[config.mk]
export PLATFORM = sky130hd
export DESIGN_NAME = posted_irq_entry_decoder
export DESIGN_NICKNAME = d
export VERILOG_FILES = /design/src/verilog/irq_entry_pkg.sv /design/src/verilog/entry_decode.sv /design/src/verilog/posted_irq_entry_decoder.sv
export SDC_FILE = /design/constraint.sdc
export NUM_CORES = 1
export LEC_CHECK = 0
export BUFFER_PORTS_ARGS = -buffer_cell sky130_fd_sc_hd__buf_2
export CAP_MARGIN = 20
export CELL_PAD_IN_SITES_DETAIL_PLACEMENT = 1
export CELL_PAD_IN_SITES_GLOBAL_PLACEMENT = 1
export CORE_MARGIN = 2
export CORE_UTILIZATION = 30
export DETAILED_ROUTE_END_ITERATION = 7
export PLACE_DENSITY_LB_ADDON = 0.1
export SYNTH_ARGS = -nofsm -noshare
export SYNTH_HDL_FRONTEND = slang
export SYNTH_SLANG_ARGS = --single-unit
[constraint.sdc]
create_clock -name pclk -period 4.9 [get_ports pclk]
set_input_delay 0.98 -clock pclk [delete_from_list [all_inputs] [get_ports pclk]]
set_output_delay 0.98 -clock pclk [all_outputs]
set_load 0.02 [all_outputs]
[src/verilog/irq_entry_pkg.sv]
`default_nettype none
package irq_entry_pkg;

  // ----------------------------------------------------------------
  // Register offsets (byte addresses, one word each)
  // ----------------------------------------------------------------
  localparam logic [7:0] OFF_CTRL = 8'h00;
  localparam logic [7:0] OFF_STATUS = 8'h04;
  localparam logic [7:0] OFF_MASK = 8'h08;
  localparam logic [7:0] OFF_FAULT_CNT = 8'h0c;
  localparam logic [7:0] OFF_ADDR_LO = 8'h10;
  localparam logic [7:0] OFF_ADDR_HI = 8'h14;
  localparam logic [7:0] OFF_INFO = 8'h18;
  localparam logic [7:0] OFF_BLOCK_CNT = 8'h1c;

  // ----------------------------------------------------------------
  // Control register fields and reset values
  // ----------------------------------------------------------------
  localparam int CTRL_CAP_BIT = 0;
  localparam int CTRL_HAW_LO = 8;
  localparam int HAW_W = 7;
  localparam logic CTRL_RST_CAP = 1'b1;
  localparam logic [6:0] CTRL_RST_HAW = 7'h30;

  // ----------------------------------------------------------------
  // Status and mask layout
  // ----------------------------------------------------------------
  localparam int ST_BLOCK = 0;
  localparam int ST_POST = 1;
  localparam int ST_REMAP = 2;
  localparam int ST_FAULT = 3;
  localparam int ST_W = 4;
  localparam logic [3:0] STATUS_RST = 4'h0;
  localparam logic [3:0] MASK_RST = 4'h0;

  // ----------------------------------------------------------------
  // Entry field positions, low 64-bit half
  // ----------------------------------------------------------------
  localparam int DPL_HI = 63;
  localparam int DPL_LO = 38;
  localparam int RSV_A_HI = 37;
  localparam int RSV_A_LO = 24;
  localparam int VEC_HI = 23;
  localparam int VEC_LO = 16;
  localparam int MODE_BIT = 15;
  localparam int URG_BIT = 14;
  localparam int RSV_B_HI = 13;
  localparam int RSV_B_LO = 12;
  localparam int SPARE_HI = 11;
  localparam int SPARE_LO = 8;
  localparam int RSV_C_HI = 7;
  localparam int RSV_C_LO = 2;
  localparam int FPD_BIT = 1;
  localparam int PRES_BIT = 0;
  localparam int DESC_ALIGN = 6;

  // ----------------------------------------------------------------
  // Types
  // ----------------------------------------------------------------
  typedef enum logic [1:0] {
    ACT_NONE = 2'b00,
    ACT_BLOCK = 2'b01,
    ACT_POST = 2'b10,
    ACT_REMAP = 2'b11
  } action_e;

  typedef struct packed {
    logic valid;
    logic [63:0] entry_lo;
    logic [31:0] entry_hi;
  } irq_req_s;

  typedef struct packed {
    logic valid;
    action_e action;
    logic [63:0] desc_addr;
    logic [7:0] vector;
    logic urgent;
    logic fault;
    logic rsv_fault;
  } irq_res_s;

  // Keep mask for descriptor address bits 63:32 below the host width
  function automatic logic [31:0] haw_upper_mask(input logic [6:0] host_addr_width);
    logic [31:0] m;
    m = 32'h0000_0000;
    for (int i = 0; i < 32; i++) begin
      m[i] = ((i + 32) < int'(host_addr_width));
    end
    return m;
  endfunction

endpackage
`default_nettype wire

[src/verilog/entry_decode.sv]
`timescale 1ns/10ps
`default_nettype none
module entry_decode (
  input wire irq_entry_pkg::irq_req_s req,
  input wire logic cap_post,
  input wire logic [6:0] host_addr_width,
  output irq_entry_pkg::irq_res_s res
);

  // ----------------------------------------------------------------
  // Field extraction
  // ----------------------------------------------------------------
  logic present;
  logic fault_report_disable;
  logic mode_raw;
  logic urg_raw;
  logic mode;
  logic rsv_nz;
  logic [63:0] addr;

  // Present and fault-disable are read whatever the entry state
  assign present = req.entry_lo[irq_entry_pkg::PRES_BIT];
  assign fault_report_disable = req.entry_lo[irq_entry_pkg::FPD_BIT];
  assign mode_raw = req.entry_lo[irq_entry_pkg::MODE_BIT];
  assign urg_raw = req.entry_lo[irq_entry_pkg::URG_BIT];

  // Mode and urgency count as reserved without posting support
  assign mode = cap_post & mode_raw;

  // Reserved ranges; spare bits 11:8 never enter any term
  assign rsv_nz = (|req.entry_lo[irq_entry_pkg::RSV_A_HI:irq_entry_pkg::RSV_A_LO])
    | (|req.entry_lo[irq_entry_pkg::RSV_B_HI:irq_entry_pkg::RSV_B_LO])
    | (|req.entry_lo[irq_entry_pkg::RSV_C_HI:irq_entry_pkg::RSV_C_LO])
    | (~cap_post & (mode_raw | urg_raw));

  // Descriptor address, 64-byte aligned, upper bits cut at host width
  assign addr = {req.entry_hi & irq_entry_pkg::haw_upper_mask(host_addr_width),
    req.entry_lo[irq_entry_pkg::DPL_HI:irq_entry_pkg::DPL_LO],
    6'h00};

  // ----------------------------------------------------------------
  // Decision
  // ----------------------------------------------------------------
  always_comb begin
    res = '0;
    res.valid = req.valid;
    if (!present) begin
      res.action = irq_entry_pkg::ACT_BLOCK;
      res.fault = ~fault_report_disable;
    end else if (rsv_nz) begin
      res.action = irq_entry_pkg::ACT_BLOCK;
      res.rsv_fault = 1'b1;
      res.fault = ~fault_report_disable;
    end else begin
      // Remaining fields only matter for a present entry
      res.desc_addr = addr;
      res.vector = req.entry_lo[irq_entry_pkg::VEC_HI:irq_entry_pkg::VEC_LO];
      if (mode) begin
        res.action = irq_entry_pkg::ACT_POST;
        res.urgent = urg_raw;
      end else begin
        res.action = irq_entry_pkg::ACT_REMAP;
      end
    end
  end

endmodule // entry_decode
`default_nettype wire

[src/verilog/posted_irq_entry_decoder.sv]
// Implementation choices: the APB slave port and the address map.
`timescale 1ns/10ps
`default_nettype none
module posted_irq_entry_decoder (
  input wire logic pclk,
  input wire logic presetn,
  input wire logic psel,
  input wire logic penable,
  input wire logic pwrite,
  input wire logic [31:0] paddr,
  input wire logic [31:0] pwdata,
  input wire logic [3:0] pstrb,
  output logic [31:0] prdata,
  output logic pready,
  output logic pslverr,
  input wire irq_entry_pkg::irq_req_s req,
  output irq_entry_pkg::irq_res_s res,
  output logic irq
);

  // ----------------------------------------------------------------
  // Helper functions
  // ----------------------------------------------------------------

  // Merge write data into a register word by byte strobes
  function automatic logic [31:0] apply_strb(input logic [31:0] old,
                                             input logic [31:0] wd,
                                             input logic [3:0] st);
    logic [31:0] r;
    r = old;
    for (int b = 0; b < 4; b++) begin
      if (st[b]) begin
        r[b*8 +: 8] = wd[b*8 +: 8];
      end
    end
    return r;
  endfunction

  // True when the address hits a given word offset
  function automatic logic hit(input logic [31:0] a, input logic [7:0] off);
    return (a[31:8] == 24'h00_0000) && (a[7:2] == off[7:2]);
  endfunction

  // ----------------------------------------------------------------
  // Declarations
  // ----------------------------------------------------------------
  logic cap_r;
  logic [6:0] haw_r;
  logic [3:0] status_r;
  logic [3:0] status_nxt;
  logic [3:0] mask_r;
  logic [15:0] fault_cnt_r;
  logic [15:0] block_cnt_r;
  logic [31:0] prdata_r;
  logic pready_r;
  logic pslverr_r;
  logic irq_r;
  logic [3:0] clr_bits_r;
  irq_entry_pkg::irq_res_s res_r;
  irq_entry_pkg::irq_res_s dec;
  logic setup;
  logic acc;
  logic wr;
  logic rd_status;
  logic mapped;
  logic [31:0] rd_mux;
  logic [31:0] ctrl_word;
  logic [31:0] ctrl_new;
  logic [31:0] mask_new;
  logic [3:0] ev;

  // ----------------------------------------------------------------
  // Entry decoding
  // ----------------------------------------------------------------

  // Combinational decode of the fetched entry
  entry_decode u_dec (
    .req(req),
    .cap_post(cap_r),
    .host_addr_width(haw_r),
    .res(dec)
  );

  // Result captured one cycle after the request
  always_ff @(posedge pclk or negedge presetn) begin
    if (!presetn) begin
      res_r <= '0;
    end else begin
      res_r <= dec;
    end
  end

  // Events raised by the current decode
  always_comb begin
    ev = 4'h0;
    if (dec.valid) begin
      ev[irq_entry_pkg::ST_BLOCK] = (dec.action == irq_entry_pkg::ACT_BLOCK);
      ev[irq_entry_pkg::ST_POST] = (dec.action == irq_entry_pkg::ACT_POST);
      ev[irq_entry_pkg::ST_REMAP] = (dec.action == irq_entry_pkg::ACT_REMAP);
      ev[irq_entry_pkg::ST_FAULT] = dec.fault;
    end
  end

  // ----------------------------------------------------------------
  // APB phase decode
  // ----------------------------------------------------------------

  // Setup cycle, completing access and its flavours
  assign setup = psel & ~penable;
  assign acc = psel & penable & pready_r;
  assign wr = acc & pwrite;
  assign rd_status = acc & ~pwrite & hit(paddr, irq_entry_pkg::OFF_STATUS);

  // Address map membership
  assign mapped = hit(paddr, irq_entry_pkg::OFF_CTRL)
    | hit(paddr, irq_entry_pkg::OFF_STATUS)
    | hit(paddr, irq_entry_pkg::OFF_MASK)
    | hit(paddr, irq_entry_pkg::OFF_FAULT_CNT)
    | hit(paddr, irq_entry_pkg::OFF_ADDR_LO)
    | hit(paddr, irq_entry_pkg::OFF_ADDR_HI)
    | hit(paddr, irq_entry_pkg::OFF_INFO)
    | hit(paddr, irq_entry_pkg::OFF_BLOCK_CNT);

  // Control word as seen by software
  always_comb begin
    ctrl_word = 32'h0000_0000;
    ctrl_word[irq_entry_pkg::CTRL_CAP_BIT] = cap_r;
    ctrl_word[irq_entry_pkg::CTRL_HAW_LO +: irq_entry_pkg::HAW_W] = haw_r;
  end

  // Strobed write values for the writable words
  assign ctrl_new = apply_strb(ctrl_word, pwdata, pstrb);
  assign mask_new = apply_strb({28'h000_0000, mask_r}, pwdata, pstrb);

  // Read multiplexer, unmapped reads give zero
  always_comb begin
    rd_mux = 32'h0000_0000;
    if (hit(paddr, irq_entry_pkg::OFF_CTRL)) begin
      rd_mux = ctrl_word;
    end else if (hit(paddr, irq_entry_pkg::OFF_STATUS)) begin
      rd_mux = {28'h000_0000, status_r};
    end else if (hit(paddr, irq_entry_pkg::OFF_MASK)) begin
      rd_mux = {28'h000_0000, mask_r};
    end else if (hit(paddr, irq_entry_pkg::OFF_FAULT_CNT)) begin
      rd_mux = {16'h0000, fault_cnt_r};
    end else if (hit(paddr, irq_entry_pkg::OFF_ADDR_LO)) begin
      rd_mux = res_r.desc_addr[31:0];
    end else if (hit(paddr, irq_entry_pkg::OFF_ADDR_HI)) begin
      rd_mux = res_r.desc_addr[63:32];
    end else if (hit(paddr, irq_entry_pkg::OFF_INFO)) begin
      rd_mux = {16'h0000, res_r.vector, 3'h0, res_r.rsv_fault,
                res_r.fault, res_r.urgent, res_r.action};
    end else if (hit(paddr, irq_entry_pkg::OFF_BLOCK_CNT)) begin
      rd_mux = {16'h0000, block_cnt_r};
    end
  end

  // ----------------------------------------------------------------
  // APB answer
  // ----------------------------------------------------------------

  // No wait state: ready rises in the first access cycle
  always_ff @(posedge pclk or negedge presetn) begin
    if (!presetn) begin
      pready_r <= 1'b0;
    end else begin
      pready_r <= setup;
    end
  end

  // Read data and error latched during setup
  always_ff @(posedge pclk or negedge presetn) begin
    if (!presetn) begin
      prdata_r <= 32'h0000_0000;
      pslverr_r <= 1'b0;
    end else if (setup) begin
      prdata_r <= pwrite ? 32'h0000_0000 : rd_mux;
      pslverr_r <= ~mapped;
    end else if (acc) begin
      prdata_r <= 32'h0000_0000;
      pslverr_r <= 1'b0;
    end
  end

  // Status bits snapped for the read, cleared only if seen
  always_ff @(posedge pclk or negedge presetn) begin
    if (!presetn) begin
      clr_bits_r <= 4'h0;
    end else if (setup) begin
      clr_bits_r <= (!pwrite && hit(paddr, irq_entry_pkg::OFF_STATUS)) ? status_r : 4'h0;
    end
  end

  // ----------------------------------------------------------------
  // Registers
  // ----------------------------------------------------------------

  // Control: posting capability and host address width
  always_ff @(posedge pclk or negedge presetn) begin
    if (!presetn) begin
      cap_r <= irq_entry_pkg::CTRL_RST_CAP;
      haw_r <= irq_entry_pkg::CTRL_RST_HAW;
    end else if (wr && hit(paddr, irq_entry_pkg::OFF_CTRL)) begin
      cap_r <= ctrl_new[irq_entry_pkg::CTRL_CAP_BIT];
      haw_r <= ctrl_new[irq_entry_pkg::CTRL_HAW_LO +: irq_entry_pkg::HAW_W];
    end
  end

  // Interrupt mask
  always_ff @(posedge pclk or negedge presetn) begin
    if (!presetn) begin
      mask_r <= irq_entry_pkg::MASK_RST;
    end else if (wr && hit(paddr, irq_entry_pkg::OFF_MASK)) begin
      mask_r <= mask_new[3:0];
    end
  end

  // Sticky status: a new event wins over the read clear
  always_comb begin
    status_nxt = status_r;
    if (rd_status) begin
      status_nxt = status_nxt & ~clr_bits_r;
    end
    status_nxt = status_nxt | ev;
  end

  always_ff @(posedge pclk or negedge presetn) begin
    if (!presetn) begin
      status_r <= irq_entry_pkg::STATUS_RST;
    end else begin
      status_r <= status_nxt;
    end
  end

  // Recorded fault counter, suppressed by the disable bit
  always_ff @(posedge pclk or negedge presetn) begin
    if (!presetn) begin
      fault_cnt_r <= 16'h0000;
    end else if (dec.valid && dec.fault && fault_cnt_r != 16'hffff) begin
      fault_cnt_r <= fault_cnt_r + 16'h0001;
    end
  end

  // Blocked request counter, counts whether or not reported
  always_ff @(posedge pclk or negedge presetn) begin
    if (!presetn) begin
      block_cnt_r <= 16'h0000;
    end else if (ev[irq_entry_pkg::ST_BLOCK] && block_cnt_r != 16'hffff) begin
      block_cnt_r <= block_cnt_r + 16'h0001;
    end
  end

  // Level interrupt from unmasked status
  always_ff @(posedge pclk or negedge presetn) begin
    if (!presetn) begin
      irq_r <= 1'b0;
    end else begin
      irq_r <= |(status_nxt & mask_r);
    end
  end

  // ----------------------------------------------------------------
  // Outputs
  // ----------------------------------------------------------------
  assign prdata = prdata_r;
  assign pready = pready_r;
  assign pslverr = pslverr_r;
  assign res = res_r;
  assign irq = irq_r;

endmodule // posted_irq_entry_decoder
`default_nettype wire
-- After elaboration in Yosys (flattened, before gate mapping)
Cells that the tools add are included.
- register bits: 165
- output and inout bits: 113
- $add $sub $neg: 2
- order comparisons: 32
- equal/unequal tests: 12
- muxes and demuxes: 25
- bitwise operators: 29
- reductions and logical operators: 25
- operators with widths (cell ; count):
    two-way mux 32 bit ; 9
    less-than comparator 6 x 7 -> 1 bit (first input constant) ; 32
    two-way mux 73 bit ; 2
    adder 16 x 1 -> 16 bit (second input constant) ; 2
    AND 32 bit ; 1
    two-way mux 16 bit ; 2
    != test 16 bit (second input constant) ; 2
    equality test 6 x 3 -> 1 bit (second input constant) ; 4
    zero test 24 bit ; 1
    logical AND 1 bit ; 14
    OR reduction 14 bit ; 1
    equality test 6 x 2 -> 1 bit (second input constant) ; 2
    two-way mux 4 bit ; 3
    OR 1 bit ; 11
    AND 1 bit ; 8
    AND 4 bit ; 2
    equality test 6 x 1 -> 1 bit (second input constant) ; 1
    zero test 6 bit ; 1
    two-way mux 1 bit ; 6
    two-way mux 2 bit ; 3
    AND reduction 2 bit ; 3
    OR reduction 6 bit ; 1
    NOT 1 bit ; 5
    equality test 2 bit (second input constant) ; 2
    7 further kinds ; 7

-- Logic depth before layout (Yosys ltp)
Gate-level depths: netlist of the first run.
- depth in word-level cells: 12
- mapped depth: 8
- mapped depth without buffers: 6

-- Cells and area by module
A second synthesis of the first run with hierarchy kept.
- cells, all modules: 706
- area, all modules: 7672.4 um2
- modules (own cells, without submodules) (module ; times used ; cells an instance ; area each (um2)):
    posted_irq_entry_decoder ; 1 ; 517 ; 6628.9
    entry_decode ; 1 ; 189 ; 1043.5

-- Worst setup path after synthesis of the first run
Ideal clock, no wire load.
- kind: input to register
- start point: input paddr[9]
- end point: register haw_r[0]
- data arrival time: 2590 ps
- path slack: 2185 ps
- stages on the path: 6
- path buffers: 1
- cell sequence: nor4_2 -> nand4_2 -> or2_1 -> or3_1 -> buf_4 -> mux2_4
- longest elaborated chain between the ends: 4
- ends and longest elaborated chain (what ; RTL line ; source):
    from (decl) ; posted_irq_entry_decoder.sv:10 ; input wire logic [31:0] paddr,
    zero test 24 bit ; posted_irq_entry_decoder.sv:41 ; return (a[31:8] == 24'h00_0000) && (a[7:2] == off[7:2]);
    logical AND 1 bit ; posted_irq_entry_decoder.sv:41 ;
    logical AND 1 bit ; posted_irq_entry_decoder.sv:203 ; end else if (wr && hit(paddr, irq_entry_pkg::OFF_CTRL)) begin
    AND reduction 2 bit (no line) ; -- ;
    to (signal assigned) ; posted_irq_entry_decoder.sv:202 ; haw_r <= irq_entry_pkg::CTRL_RST_HAW;
    to (signal assigned) ; posted_irq_entry_decoder.sv:205 ; haw_r <= ctrl_new[irq_entry_pkg::CTRL_HAW_LO +: irq_entry_pkg::HAW_W];
    to (decl) ; posted_irq_entry_decoder.sv:48 ; logic [6:0] haw_r;
Every way passes these cells.
A chain may end at the register's enable or synchronous reset.

==> flow_summary.yaml, run 1 <==
cells_and_area:
  fill_cells: 2816
  nNetsFinal: 1102
  syn_to_final_growth_pct: 28.8
  diodes: 0
  fin_util_pct: 39.4
  drive_above_1_share_pct: 34.6
placement:
  place.gp.congestion: 0.788
  port_buffers: 247
  place_hpwl_microns: 19100
cts:
  cts-root-buf: "clkbuf_16"
  cts_hold_buf: 0
  clock-sinks: 159
  clock_path_buffers: 2
  clock_latency_ps: 420
  htree_levels: 4
  cts_tree: "done"
  cts_resized: 0
  post_cts_buffers: 0
  cts_made_buffers: 17
  clkSlewWorstSetupHoldPaths_ps: 70
route:
  vias: 6207
  drt-initial-drc-count: 234
  wl_per_cell_microns: 20.1
  drc_errors: 0
  antenna_left: 0
  drt-total-wl_microns: 25400
  first_pass_iters: 4
  via_per_inst: 4.90
power:
  power_frac_seq_pct: 46.3
  cellLeakagePower_nw: 4.84
  peakVddDrop_v: 0.000178
  power.share.switching_pct: 27.5
  clock_power_share_pct: 42.7
  p_int_w: 0.00236
  power.density_nw_per_um2: 340
  p_comb_share_pct: 10.9
  p_switching_w: 0.000895
logic_synthesis:
  synth_area_sq_um: 7440
  postSynthAreaPerCell_sq_um: 10.7
  ys_seq_elements: 159
  synth_seq_area_share_pct: 53.5
  syn_inst: 695
  synth-main-ff-cell: "dfrtp_1"
  synth_edf_count: 0
  yosysWarningCount: 0
  async_flop_share_pct: 100
  synth.area.top_cells: "dfrtp_1 52%, nand2_1 2.9%, and2_1 2.9%"
  synth_cell_type_count: 59
  synth_top_area_share_pct: 52.5
  synth_area_leader_cell: "dfrtp_1"
timing:
  slew_violations: 0
  rsz0062_at_grt: "no"
  setup_viol: 0
  finalClockSkew_ps: 12.9
  hold_viol: 0
  maxSlewHeadroom_pct: 32.6
  worst_pin_slew_ps: 1010
  max_freq_mhz: 313
  fin_crit_sh_pct: 65.2
  period_minus_slack_ps: 3190
  setup_tns_ps: 0
floorplanning:
  core_sq_um: 24300
  start_util_pct: 30.6
  fp.dieH_microns: 161
  die_width_microns: 161
  io_pins: 283
  std_cell_rows: 57
  dieArea_sq_um: 26100
worst_setup_path:
  start_kind: "input port"
  end_kind: "register"
  crit_chain: "buf_2, nor4_1, o2111ai_1, or2_1, inv_2, o21ai_1, nor3b_1"
  slowest_stage: "or2_1"
  cpLargestDelayFamily: "simple AND/OR/NAND/NOR gates"
  crit_buf_inv: 2
  cp_slowest_stage_delay_ps: 590
  path_max_fanout: 25
  cp_data_arrival_time_ps: 3530
  path_class: "in2reg"
  critical_path_required_ps: 5230
global_route:
  grt_use_met2_pct: 32.6
  top_usage_layer: "met2"
  globalRouteOverflowTotal: 0
  track_usage_pct: 19.7
  grt_antenna_before_repair: 0
  met3_usage_pct: 5.16
  grt_max_degree: 101
  globalRouteMet1Util_pct: 26.5
  grt_pass1_vias: 6637
  grt_pass1_wl_microns: 39300
flow_run:
  max_cap_violations: 0
status:
  status: "completed"
worst_hold_path:
  worst_hold_path_type: "reg2reg"
Yosys cell counts, drive strengths merged (2+ instances only):
cell type / count
or4: 3
clkbuf: 25
o22ai: 3
a22o: 7
nor3: 27
a221oi: 3
nand3: 17
a22oi: 9
and3: 9
o21ai: 49
mux4: 8
o211a: 5
a31oi: 4
nor4b: 2
a21oi: 11
or2: 4
inv: 22
xor2: 21
nor3b: 12
a211oi: 4
mux2i: 20
nand4: 11
nand2b: 3
xnor2: 8
o211ai: 4
and2: 34
nand2: 57
or3: 7
mux2: 19
nor4: 23
dfstp: 3
dfrtp: 156
nor2: 52
buf: 17
o2111ai: 5
ha: 2
o31ai: 9
a21o: 4
nor2b: 5
o21a: 3
placed cells by master (no fill, tap or decap), types with 17 or more instances in the layout:
cell type	count
buf_2	246
dfrtp_1	156
nand2_1	57
nor2_1	52
and2_1	34
o21ai_0	28
nor3_1	27
xor2_1	21
o21ai_1	20
inv_1	20
mux2i_1	20
nand3_1	17
clkbuf_16	17
routing by layer:
| layer | share of wire (%) | vias up |
|---|---|---|
| met2 | 48 | 181 |
| met4 | 0.46 | 0 |
| met1 | 46 | 3075 |
| met3 | 5.6 | 10 |
| li1 | - | 2941 |
| met5 | 0 | - |
flip-flops by register name (all words and copies together) (netlist names):
register / flops
pready: 1
clr_bits_r: 4
irq: 1
res: 72
status_r: 4
mask_r: 4
block_cnt_r: 16
pslverr: 1
prdata: 32
fault_cnt_r: 16
haw_r: 7
cap_r: 1
metrics by stage:
stage	setup WS [ps]	instances	power, W	instance area [sq um]	hold slack [ps]
2_1_floorplan	2190	700	0.00171	7460	458
3_3_place_gp	1270	1235	0.00189	8970	450
3_5_place_dp	1210	1235	0.00190	8970	453
4_1_cts	1650	1267	0.00330	9580	468
5_1_grt	1460	1267	0.00341	9580	502
6_report	1710	1267	0.00326	9580	462
worst paths after layout:
path,startpoint,to,slack [ps],cells past startpoint
min in group asynchronous,presetn,prdata[19],640,1
worst min-delay path,prdata[2],prdata[2],460,2
worst min register to register,prdata[2],prdata[2],460,2
worst max-delay path,req[37],res[56],1710,7
worst max register to register,cap_r,res[56],2200,5
max in group asynchronous,presetn,prdata[23],3170,2
kinds of logic after synthesis:
group	synth area share, %
XOR/XNOR	3.41
buffers and inverters	3.72
flip-flops	53.5
adder cells (fa/ha/maj)	0.336
multiplexers	8.34
other	0.0504
AO/OA/AOI/OAI	10.7
AND/OR/NAND/NOR	19.9
power groups by stage:
stage                     clock network (W)  registers, W  logic, W
after floorplan                           0       0.00149  0.000213
after global placement                    0       0.00153  0.000355
after detailed placement                  0       0.00153  0.000361
after CTS                           0.00142       0.00151  0.000364
after global routing                0.00148       0.00152  0.000408
final                               0.00139       0.00151  0.000357
worst min-delay path, cell delays in order, from the launching register on:
cell and delay, ps:
dfrtp_1 340, nand2_1 50, nand2_1 50
cell type report:
type / instances / area (sq um) / share of cell area, %
well taps: 324 / 405 / 4.23
clock buffers: 18 / 429 / 4.48
inverters: 22 / 82.6 / 0.862
flip-flops and latches: 159 / 3980 / 41.6
clock inverters: 14 / 183 / 1.91
multi-input cells: 477 / 3210 / 33.5
repair buffers: 253 / 1290 / 13.4
No activity file was read; power rests on OpenSTA's default activity.
==> run 2, diff against run 1 <==
==> constraint.sdc (replaced) <==
create_clock -name pclk -period 3.2 [get_ports pclk]
set_input_delay 0.64 -clock pclk [delete_from_list [all_inputs] [get_ports pclk]]
set_output_delay 0.64 -clock pclk [all_outputs]
set_load 0.02 [all_outputs]
==> run 2 against run 1 <==
Sequential power up 53%. Core utilization up 0.47 points. Highest routed layer unchanged. Flip-flop and latch count unchanged. Clock power up 45%. Non-clock buffer count up 17.
==> flow_summary.yaml, run 2 (same netlist as run 1, synthesis figures left out) <==
status:
  status: "completed"
cts:
  cts-root-buf: "clkbuf_16"
  clock_latency_ps: 420
  cts_resized: 0
  cts_tree: "done"
  clock-sinks: 159
  cts_made_buffers: 17
  htree_levels: 4
  clkSlewWorstSetupHoldPaths_ps: 70
  cts_hold_buf: 0
  clock_path_buffers: 2
  post_cts_buffers: 0
cells_and_area:
  fill_cells: 2803
  fin_util_pct: 39.9
  diodes: 0
  drive_above_1_share_pct: 35.5
  largest_register_ffs: 72
  final_cell_mix: "246 x buf_2, 156 x dfrtp_1, 57 x nand2_1"
  syn_to_final_growth_pct: 30.3
  final_common_cell: "buf_2"
  nNetsFinal: 1119
worst_setup_path:
  start_kind: "input port"
  cp_data_arrival_time_ps: 2710
  r2r_end: "res[56]"
  rrSetupSlack_ps: 1110
  path_max_fanout: 7
  reg2reg_from: "cap_r"
  path_class: "in2reg"
  critical_path_required_ps: 3500
  end_kind: "register"
  reg2regPathDepth: 5
power:
  cellLeakagePower_nw: 4.91
  power.density_nw_per_um2: 504
  finalPower_w: 0.00489
  peakVddDrop_v: 0.000225
global_route:
  grt_antenna_before_repair: 0
  track_usage_pct: 20.0
  globalRouteOverflowTotal: 0
  grt_pass1_wl_microns: 39700
  grt_max_degree: 71
  grt_pass1_vias: 6628
route:
  topRoutingLayerUsed: "met4"
  drt-total-wl_microns: 25500
  first_pass_iters: 5
  antenna_left: 0
  dr_wl_met2_microns: 12200
  wl_met3_microns: 1560
  via_per_inst: 4.86
  drt-initial-drc-count: 237
  wl_met1_microns: 11600
  wl_per_cell_microns: 19.9
  drc_errors: 0
  vias: 6238
floorplanning:
  dieArea_sq_um: 26100
  std_cell_rows: 57
  core_sq_um: 24300
  fp.dieH_microns: 161
  io_pins: 283
  start_util_pct: 30.6
  die_width_microns: 161
timing:
  setup_tns_ps: 0
  maxSlewHeadroom_pct: 48.2
  finalClockSkew_ps: 10.9
  slew_violations: 0
  fin_crit_sh_pct: 75.2
  period_minus_slack_ps: 2410
  rsz0062_at_grt: "no"
  max_freq_mhz: 416
  setup_viol: 0
  worst_pin_slew_ps: 772
  hold_viol: 0
placement:
  place.gp.congestion: 0.775
  port_buffers: 247
  place_hpwl_microns: 19300
flow_run:
  max_cap_violations: 0
worst_hold_path:
  worst_hold_path_type: "in2async"
==> run 2: changes by cell type in the layout (fill, tap and decap cells not counted), sizes merged <==
| cell | change |
|---|---|
| clkinv | -4 |
| buf | +17 |
| bufinv | -1 |
| inv | +1 |
| clkbuf | +1 |
| clkinvlp | +2 |
==> run 2: worst max-delay path by stage <==
stage	from	to	slack (ps)	cells past startpoint
6_report	paddr[20]	haw_r[0]	790	6
3_5_place_dp	paddr[20]	haw_r[0]	360	6
2_1_floorplan	paddr[9]	haw_r[0]	830	6
3_3_place_gp	paddr[20]	haw_r[2]	390	6
4_1_cts	paddr[20]	haw_r[0]	810	6
5_1_grt	paddr[20]	haw_r[0]	700	6
==> run 2: through the flow <==
| step | area (sq um) | instances | hold WS (ps) | setup WS, ps |
|---|---|---|---|---|
| 2_1_floorplan | 7460 | 700 | 344 | 825 |
| 3_3_place_gp | 9130 | 1252 | 449 | 385 |
| 3_5_place_dp | 9130 | 1252 | 453 | 358 |
| 4_1_cts | 9690 | 1283 | 258 | 805 |
| 5_1_grt | 9690 | 1283 | 289 | 695 |
| 6_report | 9690 | 1283 | 238 | 793 |
==> run 2: per-layer routing <==
| layer | track usage (%) | up-vias |
|---|---|---|
| li1 | - | 2962 |
| met4 | 3.77 | 0 |
| met2 | 32.7 | 161 |
| met5 | 0 | - |
| met1 | 27.2 | 3106 |
| met3 | 4.88 | 9 |
==> run 2: cell type report <==
type,instances,area (sq um),area share [%]
Inverter,22,82.6,0.852
Tap cell,324,405,4.18
Clock buffer,19,433,4.47
Timing Repair Buffer,270,1450,15.0
Sequential cell,159,3980,41.1
Multi-Input combinational cell,477,3200,33.0
Clock inverter,12,135,1.39
==> run 2: critical path, cell delays in order <==
cell and delay (ps):
buf_2 110, nor4_2 380, nand4_1 250, or2_1 290, or3_1 640, mux2_4 390
==> run 2: power by group <==
| part | leakage, nW | total [W] | internal [W] | switching (W) |
|---|---|---|---|---|
| combinational | 2.52 | 0.000566 | 0.000250 | 0.000316 |
| clock | 0.267 | 0.00201 | 0.00115 | 0.000853 |
| sequential | 2.12 | 0.00231 | 0.00213 | 0.000180 |
